===== config.mk =====
export PLATFORM = sky130hd
export DESIGN_NAME = sdc_diag
export DESIGN_NICKNAME = d
export VERILOG_FILES = /design/src/pkg/sdc_pkg.sv /design/src/rtl/sdc_diag.sv
export SDC_FILE = /design/constraint.sdc
export NUM_CORES = 1
export LEC_CHECK = 0
export ABC_AREA = 1
export BUFFER_PORTS_ARGS = -buffer_cell sky130_fd_sc_hd__buf_2
export CAP_MARGIN = 20
export CORE_UTILIZATION = 45
export DETAILED_ROUTE_END_ITERATION = 7
export PLACE_DENSITY = 0.68
export SLEW_MARGIN = 5
export SYNTH_ARGS = -nofsm -noshare
export SYNTH_HDL_FRONTEND = slang
export SYNTH_SLANG_ARGS = --single-unit

===== constraint.sdc =====
create_clock -name pclk -period 5.6 [get_ports pclk]
set_clock_uncertainty 0.15 [all_clocks]
set_input_delay 1.12 -clock pclk [delete_from_list [all_inputs] [get_ports pclk]]
set_output_delay 1.12 -clock pclk [all_outputs]
set_load 0.1 [all_outputs]

===== src/pkg/sdc_pkg.sv =====
/*
  sdc_pkg: constants and state layout for the safe digital-input channel
  diagnosis block. Assumes a 25 MHz APB clock and eight input channels.
*/
package sdc_pkg;
  // ==========================================================
  // geometry and timing
  localparam int          NCH        = 8;
  localparam int          CLK_MHZ    = 25;       // pclk rate
  localparam int          CHK_US     = 1000;     // periodic check interval
  localparam int          CHK_CYC    = CHK_US * CLK_MHZ;
  localparam int          CNT_W      = 16;
  // ==========================================================
  // register byte offsets
  localparam logic [11:0] A_ENABLE   = 12'h000;  // channel enable
  localparam logic [11:0] A_MODE     = 12'h004;  // 1 = preset, 0 = hold last
  localparam logic [11:0] A_SAFEVAL  = 12'h008;  // preset safe values
  localparam logic [11:0] A_STATUS   = 12'h00c;  // image, faults
  localparam logic [11:0] A_ISTAT    = 12'h010;  // sticky events, read clears
  localparam logic [11:0] A_IMASK    = 12'h014;  // event mask
  localparam logic [11:0] A_LIVE     = 12'h018;  // live values
  localparam logic [6:0]  A_REC_PAGE = 7'h01;    // records at 0x020..0x03c
  // ==========================================================
  // reset values
  localparam logic [7:0]  RST_ENABLE = 8'hff;
  localparam logic [7:0]  RST_MODE   = 8'h00;
  localparam logic [7:0]  RST_SAFE   = 8'h00;
  localparam logic [15:0] RST_IMASK  = 16'h0000;
  // ==========================================================
  // diagnosis record fields
  localparam logic [7:0]  REC_HEAD   = 8'h80;
  localparam logic [1:0]  REC_IO_IN  = 2'h1;
  localparam logic [2:0]  REC_DT_BIT = 3'h1;
  localparam logic [4:0]  REC_FT_OK  = 5'h00;
  localparam logic [4:0]  REC_FT_ACQ = 5'h12;
  // ==========================================================
  // whole block state
  typedef struct packed {
    logic [7:0]       en;      // channel enable
    logic [7:0]       mode;    // substitution mode per channel
    logic [7:0]       sval;    // preset safe values
    logic [15:0]      msk;     // interrupt mask
    logic [15:0]      ist;     // [7:0] fault raised, [15:8] recovered
    logic [7:0]       acq;     // latched acquisition faults
    logic [7:0]       flt;     // channel in fault last cycle
    logic [7:0]       val;     // delivered channel values
    logic [7:0]       qual;    // quality bits
    logic [7:0]       live;    // live values
    logic [7:0]       safe;    // safe-side drive
    logic             ack;     // auto acknowledge pulse
    logic [CNT_W-1:0] cnt;     // check interval counter
    logic             chk;     // check strobe
    logic             pready;
    logic             pslverr;
    logic [31:0]      prdata;
    logic             irq;
  } sdc_state_t;
endpackage


===== src/rtl/sdc_diag.sv =====
/*
  sdc_diag: channel diagnosis and safety value substitution for an
  eight-channel safety digital input, with an APB register slave.
  Assumes acquisition, module and communication fault flags arrive
  synchronous to pclk from the surrounding module logic.
*/
`timescale 1ns/1ns
module sdc_diag
  import sdc_pkg::*;
#(
  parameter int CHECK_CYCLES = sdc_pkg::CHK_CYC  // shorten in simulation
)(
  // clock and reset
  input  wire logic        pclk,
  input  wire logic        presetn,
  // apb slave
  input  wire logic        psel,
  input  wire logic        penable,
  input  wire logic        pwrite,
  input  wire logic [11:0] paddr,
  input  wire logic [31:0] pwdata,
  output wire logic [31:0] prdata,
  output wire logic        pready,
  output wire logic        pslverr,
  // field side
  input  wire logic [7:0]  raw_in,        // acquired channel inputs
  input  wire logic [7:0]  acq_fault_in,  // acquisition check result
  input  wire logic [5:0]  module_fault,  // pwr, cpu, self, chan, adc, mon
  input  wire logic [2:0]  comm_fault,    // link, switch-down, no supply
  // channel image and status
  output wire logic [15:0] input_image,
  output wire logic [7:0]  live_channel_value,
  output wire logic [7:0]  safe_side,
  output wire logic        check_strobe,
  output wire logic        fault_ack,
  output wire logic        irq
);
  import sdc_pkg::*;

  // ==========================================================
  // state
  sdc_state_t st_r;     // registered state
  sdc_state_t st_nxt;   // next state
  logic       mod_fail; // any module failure
  logic       com_fail; // any communication failure
  logic [7:0] flt_now;  // per-channel fault this cycle
  logic [7:0] hold_m;   // channels holding last value
  logic [7:0] pre_m;    // channels taking preset value
  logic       acc;      // apb access completes this edge
  logic       rec_sel;  // address hits the record page

  // fault classification, shared by comb logic and checks
  always_comb
  begin
    mod_fail = |module_fault;
    com_fail = |comm_fault;
    // a disabled channel never faults, so never substitutes
    flt_now  = st_r.en & (st_r.acq | {NCH{mod_fail | com_fail}});
    hold_m   = flt_now & ~st_r.mode;
    pre_m    = flt_now & st_r.mode;
    acc      = psel & penable & st_r.pready;
    rec_sel  = (paddr[11:5] == A_REC_PAGE);
  end

  // ==========================================================
  // record builder: three bytes per channel, header first
  function automatic logic [23:0] rec(input logic [2:0] ch,
                                      input logic       acqf);
    logic [4:0] ft;
    ft = acqf ? REC_FT_ACQ : REC_FT_OK;
    rec = {REC_HEAD, REC_IO_IN, 3'h0, ch, REC_DT_BIT, ft};
  endfunction

  // ==========================================================
  // next-state logic
  always_comb
  begin
    st_nxt = st_r;
    // check interval: fires right out of reset, then every period
    st_nxt.chk = (st_r.cnt == '0);
    if (st_r.cnt >= CNT_W'(CHECK_CYCLES - 1))
    begin
      st_nxt.cnt = '0;
    end
    else
    begin
      st_nxt.cnt = st_r.cnt + CNT_W'(1);
    end
    // acquisition fault flags are only refreshed on the check strobe
    if (st_r.chk)
    begin
      st_nxt.acq = acq_fault_in;
    end
    // substitution; healthy channels follow the input again
    st_nxt.val  = (raw_in & ~flt_now)
                | (st_r.val & hold_m)
                | (st_r.sval & pre_m);
    st_nxt.qual = flt_now;
    st_nxt.safe = flt_now;
    st_nxt.live = raw_in;
    st_nxt.flt  = flt_now;
    // clearing of the last fault acknowledges without operator
    st_nxt.ack  = (|st_r.flt) & ~(|flt_now);
    // apb handshake: one wait state, answer registered
    st_nxt.pready  = psel & penable & ~st_r.pready;
    st_nxt.pslverr = 1'b0;
    if (~(psel & penable) | st_r.pready)
    begin
      st_nxt.prdata = '0;
    end
    else if (rec_sel)
    begin
      // a disabled channel reports an empty record
      if (st_r.en[paddr[4:2]] & ~pwrite)
      begin
        st_nxt.prdata = {8'h00, rec(paddr[4:2], st_r.acq[paddr[4:2]])};
      end
      else
      begin
        st_nxt.prdata = '0;
      end
    end
    else if (paddr == A_ENABLE)
    begin
      st_nxt.prdata = {24'h0, st_r.en};
    end
    else if (paddr == A_MODE)
    begin
      st_nxt.prdata = {24'h0, st_r.mode};
    end
    else if (paddr == A_SAFEVAL)
    begin
      st_nxt.prdata = {24'h0, st_r.sval};
    end
    else if (paddr == A_STATUS)
    begin
      st_nxt.prdata = {6'h0, com_fail, mod_fail, st_r.acq, st_r.qual,
                       st_r.val};
    end
    else if (paddr == A_ISTAT)
    begin
      st_nxt.prdata = {16'h0, st_r.ist};
    end
    else if (paddr == A_IMASK)
    begin
      st_nxt.prdata = {16'h0, st_r.msk};
    end
    else if (paddr == A_LIVE)
    begin
      st_nxt.prdata = {24'h0, st_r.live};
    end
    else
    begin
      // unmapped: error, read data zero
      st_nxt.prdata  = '0;
      st_nxt.pslverr = 1'b1;
    end
    // writes land on the completing edge only
    if (acc & pwrite)
    begin
      if (paddr == A_ENABLE)
      begin
        st_nxt.en = pwdata[7:0];
      end
      else if (paddr == A_MODE)
      begin
        // mode only sticks for enabled channels
        st_nxt.mode = pwdata[7:0] & st_r.en;
      end
      else if (paddr == A_SAFEVAL)
      begin
        st_nxt.sval = pwdata[7:0];
      end
      else if (paddr == A_IMASK)
      begin
        st_nxt.msk = pwdata[15:0];
      end
    end
    // sticky events; a read clears only the bits that it returned, so an
    // event landing between the data snapshot and the completing edge is
    // not lost; an event on the clearing edge itself survives (set wins)
    if (acc & ~pwrite & (paddr == A_ISTAT))
    begin
      st_nxt.ist = st_r.ist & ~st_r.prdata[15:0];
    end
    st_nxt.ist = st_nxt.ist | {st_r.flt & ~flt_now,
                               flt_now & ~st_r.flt};
    st_nxt.irq = |(st_nxt.ist & st_nxt.msk);
  end

  // ==========================================================
  // state register
  // the reset branch loads constants only; all other fields clear to zero
  always_ff @(posedge pclk or negedge presetn)
  begin
    if (!presetn)
    begin
      st_r      <= '0;
      st_r.en   <= RST_ENABLE;
      st_r.mode <= RST_MODE;
      st_r.sval <= RST_SAFE;
      st_r.msk  <= RST_IMASK;
    end
    else
    begin
      st_r <= st_nxt;
    end
  end

  // outputs straight from the state register
  // no logic after the flops, so the far side never sees a decode glitch
  assign prdata             = st_r.prdata;
  assign pready             = st_r.pready;
  assign pslverr            = st_r.pslverr;
  assign input_image        = {st_r.qual, st_r.val};
  assign live_channel_value = st_r.live;
  assign safe_side          = st_r.safe;
  assign check_strobe       = st_r.chk;
  assign fault_ack          = st_r.ack;
  assign irq                = st_r.irq;
endmodule


**After elaboration in Yosys (flattened, before gate mapping)**

Cells that the tools add are included.

- Eq/ne operators: 7
- Multiplexer cells: 31
- Bitwise logic cells: 35
- Add/sub/neg operators: 1
- Reduce and logical (&&, ||, !) cells: 10
- $lt $le $gt $ge: 2

Operators with widths:

| kind | count |
|---|---|
| 26-bit 2-to-1 mux | 6 |
| 16-bit 2-to-1 mux | 9 |
| 8-bit bitwise AND | 9 |
| 12-bit by 5-bit == test with 1-bit output (second input constant) | 3 |
| 16-bit bitwise AND | 2 |
| 12-bit by 4-bit == test with 1-bit output (second input constant) | 2 |
| 24-bit 2-to-1 mux | 1 |
| 8-bit NOT | 3 |
| 8-bit OR | 3 |
| 16-bit by 1-bit adder with 16-bit output (second input constant) | 1 |
| 16-bit by 15-bit >= comparator with 1-bit output (second input constant) | 1 |
| 16-bit logical NOT | 1 |
| 16-bit NOT | 1 |
| 16-bit OR | 1 |
| 16-bit OR reduction | 1 |
| 8-bit OR reduction | 2 |
| 12-bit by 3-bit == test with 1-bit output (second input constant) | 1 |
| 12-bit logical NOT | 1 |
| 1-bit 2-to-1 mux | 11 |
| 1-bit bitwise AND | 8 |
| 8-bit 2-to-1 mux | 1 |
| 7-bit by 1-bit == test with 1-bit output (second input constant) | 1 |
| 1-bit binary-select mux with 3-bit select | 2 |
| 1-bit NOT | 6 |
| 8 further kinds | 9 |

- Output and inout port bits: 69
- Flip-flop bits (word level): 141

**Depth between registers and ports, before layout**

Gate-level depths: netlist (run 1).

- Word-level depth: 10
- Mapped depth: 13
- Mapped depth without buffers: 12

**Worst setup path after synthesis (run 1)**

No wires, ideal clock.

- Path kind: input to register
- From: in paddr[1]
- To: reg st_r (netlist bit irq)
- Stages on the path: 11
- Setup slack: 3.073 ns
- Data required time: 5.325 ns
- Arrival: 2.251 ns
- Cells stage by stage: nor2_2 > nand2_2 > nor2_4 > nand3_4 > buf_2 > nand2_1 > o21ai_1 > nand2_1 > nand3_1 > nor2_1 > nand3_1

RTL lines:

| element | line | source |
|---|---|---|
| start, declared | sdc_diag.sv:20 | `input wire logic [11:0] paddr,` |
| end signal, assigned | sdc_diag.sv:206 | `st_r <= st_nxt;` |
| end, declared | sdc_diag.sv:42 | `sdc_state_t st_r;` |

==> results of run 1 <==
[power groups by stage]
stage / Sequential (mW) / Clock (mW) / Combinational (mW)
floorplan: 1.04 / 0 / 0.130
global placement: 1.03 / 0 / 0.196
detailed placement: 1.03 / 0 / 0.198
CTS: 1.02 / 1.17 / 0.199
global route: 1.02 / 1.21 / 0.218
finish: 1.02 / 1.15 / 0.198
[synthesized netlist by cell type (all sizes together), types with 4 or more instances]
cell type | n | area share
nor4 | 6 | 0.0055
inv | 75 | 0.042
nand2 | 230 | 0.13
nor3 | 13 | 0.011
dfrtp | 127 | 0.47
nand3 | 40 | 0.032
a31oi | 5 | 0.0046
a21oi | 15 | 0.011
o21ai | 70 | 0.052
o22ai | 4 | 0.0037
clkbuf | 6 | 0.0033
buf | 74 | 0.082
xor2 | 4 | 0.0052
a211oi | 6 | 0.0066
nor2 | 76 | 0.048
dfstp | 8 | 0.031
nand4 | 29 | 0.027
[kinds of logic (layout without fill, tap and decap cells)]
logic type,after synthesis,after routing,synth area share
XOR/XNOR,6,6,0.007752
flip-flops,135,135,0.4998
multiplexers,3,3,0.004430
buffers and inverters,157,232,0.1283
AND/OR/NAND/NOR,400,400,0.2625
other,1,7,0.0005532
adder cells (fa/ha/maj),2,2,0.003691
AO/OA/AOI/OAI,113,113,0.09302
[path summary, 6_finish.rpt]
check	slack [ps]	start	end	cells past startpoint
worst max-delay path	2470	paddr[4]	prdata[1]	11
worst min-delay path	340	st_r[36]	st_r[36]	1
worst max register to register	3320	pready	irq	9
worst min register to register	340	st_r[36]	st_r[36]	1
max in group asynchronous	3640	presetn	st_r[153]	2
min in group asynchronous	600	presetn	st_r[40]	1
[registers in the layout (all words and copies together) (netlist names)]
signal,flops
fault_ack,1
prdata,26
irq,1
st_r,80
check_strobe,1
input_image,8
live_channel_value,8
pready,1
pslverr,1
safe_side,8
[final cells by class]
cell class / count / area [µm²] / area share
sequential: 135 / 3388 / 0.4403
inverter: 77 / 289.0 / 0.03756
timing repair buffer: 123 / 629.4 / 0.08179
tap: 184 / 230.2 / 0.02992
multi-input combinational: 531 / 2544 / 0.3306
clock buffer: 19 / 442.9 / 0.05756
clock inverter: 13 / 171.4 / 0.02228
[per-layer routing]
metal  track usage  part of all wire  wire length, µm
met3       0.04897             0.074             1343
met2        0.3770              0.46             8401
met5             0                 0                0
met1        0.3352              0.44             7988
met4       0.08859             0.027              491
[per-stage QoR]
step / util / hold slack, ps / cell area, µm² / worst slack (ps) / total power, mW
after floorplan: - / 304.6 / 6802 / 3073 / 1.168
after global placement: 0.4848 / 324.2 / 7073 / 2171 / 1.229
after detailed placement: 0.4848 / 328.5 / 7073 / 2174 / 1.232
after CTS: 0.5269 / 342.8 / 7687 / 2584 / 2.384
after global routing: 0.5274 / 357.6 / 7695 / 2396 / 2.445
final: 0.5274 / 339.5 / 7695 / 2470 / 2.367
==> results.json, run 1 <==
{
  "outcome": "finished clean",
  "ctsHoldBuffers": 0,
  "cpMaxStageDelayCell": "nor2_4",
  "finalHoldViolCount": 0,
  "viasPerCell": 5.290,
  "crit_type": "input pin to flip-flop",
  "globalplace.congestion": 0.8901,
  "ys_types": 41,
  "syn-cell-area_um2": 6779,
  "pwr-share-clk": 0.487,
  "antenna_found_initial": 0,
  "h-tree-depth": 4,
  "start_util": 0.4647,
  "period_share": 0.5589,
  "seqPwrFrac": 0.429,
  "path_cells": "buf_2, nand2_1, nor2_4, nand2_1, inv_1, nand2_1, nand2_1, o21bai_1, nand2_1, nand2_1, a21oi_1",
  "finalSetupViolCount": 0,
  "switchingPower_mw": 0.6104,
  "crit_buf_inv": 2,
  "cts.clk_slew.worst_paths_ps": 60,
  "p_per_area_nw_per_um2": 307.6,
  "yosysSeqAreaShare": 0.4998,
  "fin_cells": 1082,
  "ant_nets": 0,
  "ctsResizeCount": 0,
  "cts.path.max_buffers": 2,
  "crit_path_frequent_cell": "nand2_1",
  "power.leakage_nw": 3.912,
  "synth-edff-count": 0,
  "tightest_slew_ps": 834.5,
  "final_common_cell": "nand2_1",
  "placedCellCount": 1049,
  "rows": 44,
  "cp.required_ps": 5790,
  "vias": 5724,
  "wl_per_cell_um": 16.84,
  "synth_cells": 817,
  "cp_max_fo": 23,
  "grt_overflow_total": 0,
  "insertion_delay_ps": 420,
  "clock_sink_count": 135,
  "synth-seq-cells": 135,
  "grt_usage": 0.2426,
  "syn_to_final_growth_pct": 13.51,
  "cts_buffers": 17,
  "rsz0062_at_grt": "no",
  "root_buffer": "clkbuf_16",
  "wirelength_mm": 18.22,
  "synth-async-reset-ratio": 1.000,
  "final.fill_count": 1390,
  "core_region_area_um2": 14590,
  "route.detailed.drc": 0,
  "p_sw_frac": 0.2579,
  "hpwl_mm": 13.06,
  "slew_viol_final": 0,
  "cap_violations": 0,
  "hold_path_class": "flip-flop to flip-flop",
  "fin_crit_ps": 3130,
  "setup-tns-final_ps": 0,
  "port_buffers": 120,
  "cts_tree": "done",
  "grt_max_degree": 93,
  "max_stage_delay_ps": 570,
  "crit_family": "simple AND/OR/NAND/NOR gates",
  "max_freq_mhz": 319.5,
  "pwr-share-comb": 0.084,
  "drt-pass1-iter-count": 6,
  "syn_area_per_cell_um2": 8.297,
  "n_antenna_cell": 0,
  "design.portCount": 143,
  "p_int_mw": 1.757,
  "grt_pass1_wl_mm": 29.08,
  "arrival_ps": 3320,
  "drive_above_1_share": 0.2160,
  "setup.worst_path.end_class": "flip-flop",
  "setup.worst_path.start_class": "input pin",
  "die_width_um": 124.7,
  "grt_pass1_vias": 5458,
  "die_h_um": 124.7,
  "irDropWorstVdd_uv": 187.2,
  "drt_iter0_markers": 638,
  "final_cell_mix": "nand2_1 (220), dfrtp_1 (127), buf_2 (119)",
  "dieArea_um2": 15560,
  "synth_warnings": 0,
  "postCtsSetupBuffers": 0,
  "layout.nets": 961,
  "ys.flop_type": "dfrtp_1",
  "relSlewSlack": 0.4437
}
Power figures use the tool's default switching activity.
==> inputs of run 2 (changes only) <==
--- a/config.mk
+++ b/config.mk
@@ -5,7 +5,7 @@
 export SDC_FILE = /design/constraint.sdc
 export NUM_CORES = 1
 export LEC_CHECK = 0
-export ABC_AREA = 1
+export ABC_AREA = 0
 export BUFFER_PORTS_ARGS = -buffer_cell sky130_fd_sc_hd__buf_2
 export CAP_MARGIN = 20
 export CORE_UTILIZATION = 45
==> constraint.sdc (replaced) <==
create_clock -name pclk -period 3.1 [get_ports pclk]
set_clock_uncertainty 0.15 [all_clocks]
set_input_delay 0.62 -clock pclk [delete_from_list [all_inputs] [get_ports pclk]]
set_output_delay 0.62 -clock pclk [all_outputs]
set_load 0.1 [all_outputs]
==> results.json, run 2 <==
{
  "syn-cell-area_um2": 6949,
  "final_cell_mix": "dfrtp_1 (127), buf_2 (120), nand2_1 (81)",
  "cts_tree": "done",
  "ant_nets": 0,
  "layout.nets": 826,
  "syn_to_final_growth_pct": 18.74,
  "cp.required_ps": 3240,
  "reg2reg_to": "irq",
  "n_antenna_cell": 0,
  "ctsHoldBuffers": 0,
  "reg2reg_from": "pready",
  "grt_pass1_vias": 5459,
  "p_per_area_nw_per_um2": 570.7,
  "seqPwrFrac": 0.397,
  "ys_types": 63,
  "yosysTopAreaCellShare": 0.4573,
  "switchingPower_mw": 1.133,
  "synth-async-reset-ratio": 1.000,
  "p_int_mw": 3.577,
  "ys_top_cells_by_count": "dfrtp_1 (127), nand2_1 (81), buf_4 (65), o21ai_0 (37), nor2_1 (34)",
  "yosys.area_share.xor_xnor": 0.01512,
  "tightest_slew_ps": 680.4,
  "design.portCount": 143,
  "finalHoldViolCount": 0,
  "startpoint": "paddr[9]",
  "p_total_mw": 4.709,
  "postCtsSetupBuffers": 0,
  "synth_area_leaders": "dfrtp_1 (46%), buf_4 (7.0%), mux2_2 (5.0%)",
  "root_buffer": "clkbuf_16",
  "synth_simple_gate_area_frac": 0.1390,
  "grt_pass1_wl_mm": 30.44,
  "port_buffers": 120,
  "period_share": 0.8630,
  "antenna_found_initial": 0,
  "synth_top_family_by_area": "compound AO/OA/AOI/OAI gates",
  "hpwl_mm": 13.92,
  "p_sw_frac": 0.2405,
  "clock_sink_count": 135,
  "insertion_delay_ps": 440,
  "synth.area.mux_share": 0.08372,
  "irDropWorstVdd_uv": 369.6,
  "synth-seq-cells": 135,
  "dieArea_um2": 15940,
  "arrival_ps": 2810,
  "final_common_cell": "dfrtp_1",
  "synthAdderAreaFrac": 0.003601,
  "setup.worst_path.end_class": "flip-flop",
  "grt_max_degree": 48,
  "cts.path.max_buffers": 2,
  "vias": 5579,
  "crit_type": "input pin to flip-flop",
  "synth-edff-count": 0,
  "start_util": 0.4588,
  "rrSetupSlack_ps": 620,
  "ff2ff_path_depth": 8,
  "power.leakage_nw": 3.978,
  "ctsResizeCount": 0,
  "synth_warnings": 0,
  "hold_path_class": "input pin to async pin",
  "max_freq_mhz": 373.8,
  "grt_usage": 0.2556,
  "globalplace.congestion": 0.9274,
  "viasPerCell": 5.866,
  "yosysMostFrequentCell": "dfrtp_1",
  "die_width_um": 126.3,
  "yosysSeqAreaShare": 0.4876,
  "drt_iter0_markers": 595,
  "route.detailed.drc": 0,
  "setup-tns-final_ps": 0,
  "ys.flop_type": "dfrtp_1",
  "grt_overflow_total": 0,
  "die_h_um": 126.3,
  "cts_buffers": 17,
  "outcome": "finished clean",
  "fin_crit_ps": 2675,
  "rsz0062_at_grt": "no",
  "largest-register": "st_r",
  "crit_path_frequent_cell": "buf_4",
  "synth-compound-area-share": 0.1642,
  "synth_top_cell_by_area": "dfrtp_1",
  "largest_reg_flops": 80,
  "setup.worst_path.start_class": "input pin",
  "relSlewSlack": 0.5464,
  "drt-pass1-iter-count": 8,
  "wl_per_cell_um": 20.23,
  "pwr-share-comb": 0.085,
  "pwr-share-clk": 0.518,
  "h-tree-depth": 4,
  "core_region_area_um2": 15150,
  "cts.clk_slew.worst_paths_ps": 60,
  "finalSetupViolCount": 0,
  "rows": 45,
  "syn_area_per_cell_um2": 10.58,
  "max_stage_delay_ps": 470,
  "placedCellCount": 919,
  "fin_cells": 951,
  "cpMaxStageDelayCell": "a2111oi_0",
  "cp_max_fo": 17,
  "path_cells": "buf_2, nor4_4, buf_4, nand4_1, buf_4, o21ai_0, a22oi_1, a2111oi_0, buf_4, nand4_1",
  "synth_cells": 657,
  "slew_viol_final": 0,
  "cp-endpoint": "irq",
  "wirelength_mm": 19.24,
  "drive_above_1_share": 0.3394,
  "cap_violations": 0
}
## run 2: changes by cell type after synthesis, moves of 11 or more
cell | previous run | this run
mux2_2 | 0 | 31
o21ai_0 | 49 | 37
nand3_1 | 38 | 27
nor2_1 | 67 | 34
nand2_1 | 220 | 81
o41ai_1 | 0 | 14
o21ai_1 | 21 | 2
nand4_1 | 29 | 3
inv_1 | 70 | 30
a22oi_1 | 2 | 17
## run 2: area by class of cell
class | count | area, µm²
clock buffers | 21 | 470.5
clock inverters | 11 | 242.7
fillers | 1321 | 6894
inverters | 31 | 116.4
multi-input cells | 403 | 2845
flip-flops and latches | 135 | 3388
well taps | 188 | 235.2
repair buffers | 162 | 953.4
## run 2: how the worst min path moves through the flow
stage	startpoint	cells past startpoint	endpoint	slack [ps]
after detailed placement	st_r[36]	1	st_r[36]	340
after global placement	st_r[36]	1	st_r[36]	340
final	presetn	1	st_r[114]	80
after floorplan	presetn	0	check_strobe	170
after global routing	presetn	1	prdata[13]	120
after CTS	presetn	1	prdata[13]	80
## run 2: power by group through the flow
stage	logic [mW]	clock network, mW	registers, mW
after detailed placement	0.399	0	1.90
final	0.402	2.44	1.87
after floorplan	0.261	0	1.90
after CTS	0.402	2.47	1.87
after global placement	0.392	0	1.90
after global routing	0.426	2.55	1.88
## run 2: layer usage
metal / global-route usage / up-vias / share of wire
li1: - / 2467 / -
met1: 0.3385 / 2744 / 0.42
met2: 0.3984 / 321 / 0.47
met3: 0.06754 / 47 / 0.088
met4: 0.1056 / 0 / 0.029
met5: 0 / - / 0
## run 2: cells by family after synthesis
group           Yosys count
compound gates          140
flops                   135
other cells               1
buf+inv                 125
simple gates            194
xor+xnor                 12
fa+ha+maj                 2
mux                      48
## run 2: metrics by stage
stage               instance area (µm²)  hold slack [ps]  utilization  worst slack, ps
floorplan                          6972            174.4            -            165.7
global placement                   7533            338.7       0.4974            108.4
detailed placement                 7538            341.6       0.4977            39.27
CTS                                8252            84.07       0.5448            485.4
global route                       8252            124.2       0.5448            345.1
finish                             8252            77.05       0.5448            424.6
## run 2: critical path: cells and delay by family
| kind | cells | cell delay [ps] |
|---|---|---|
| AO/OA/AOI/OAI | 3 | 860 |
| buffers and inverters | 4 | 760 |
| AND/OR/NAND/NOR | 3 | 570 |
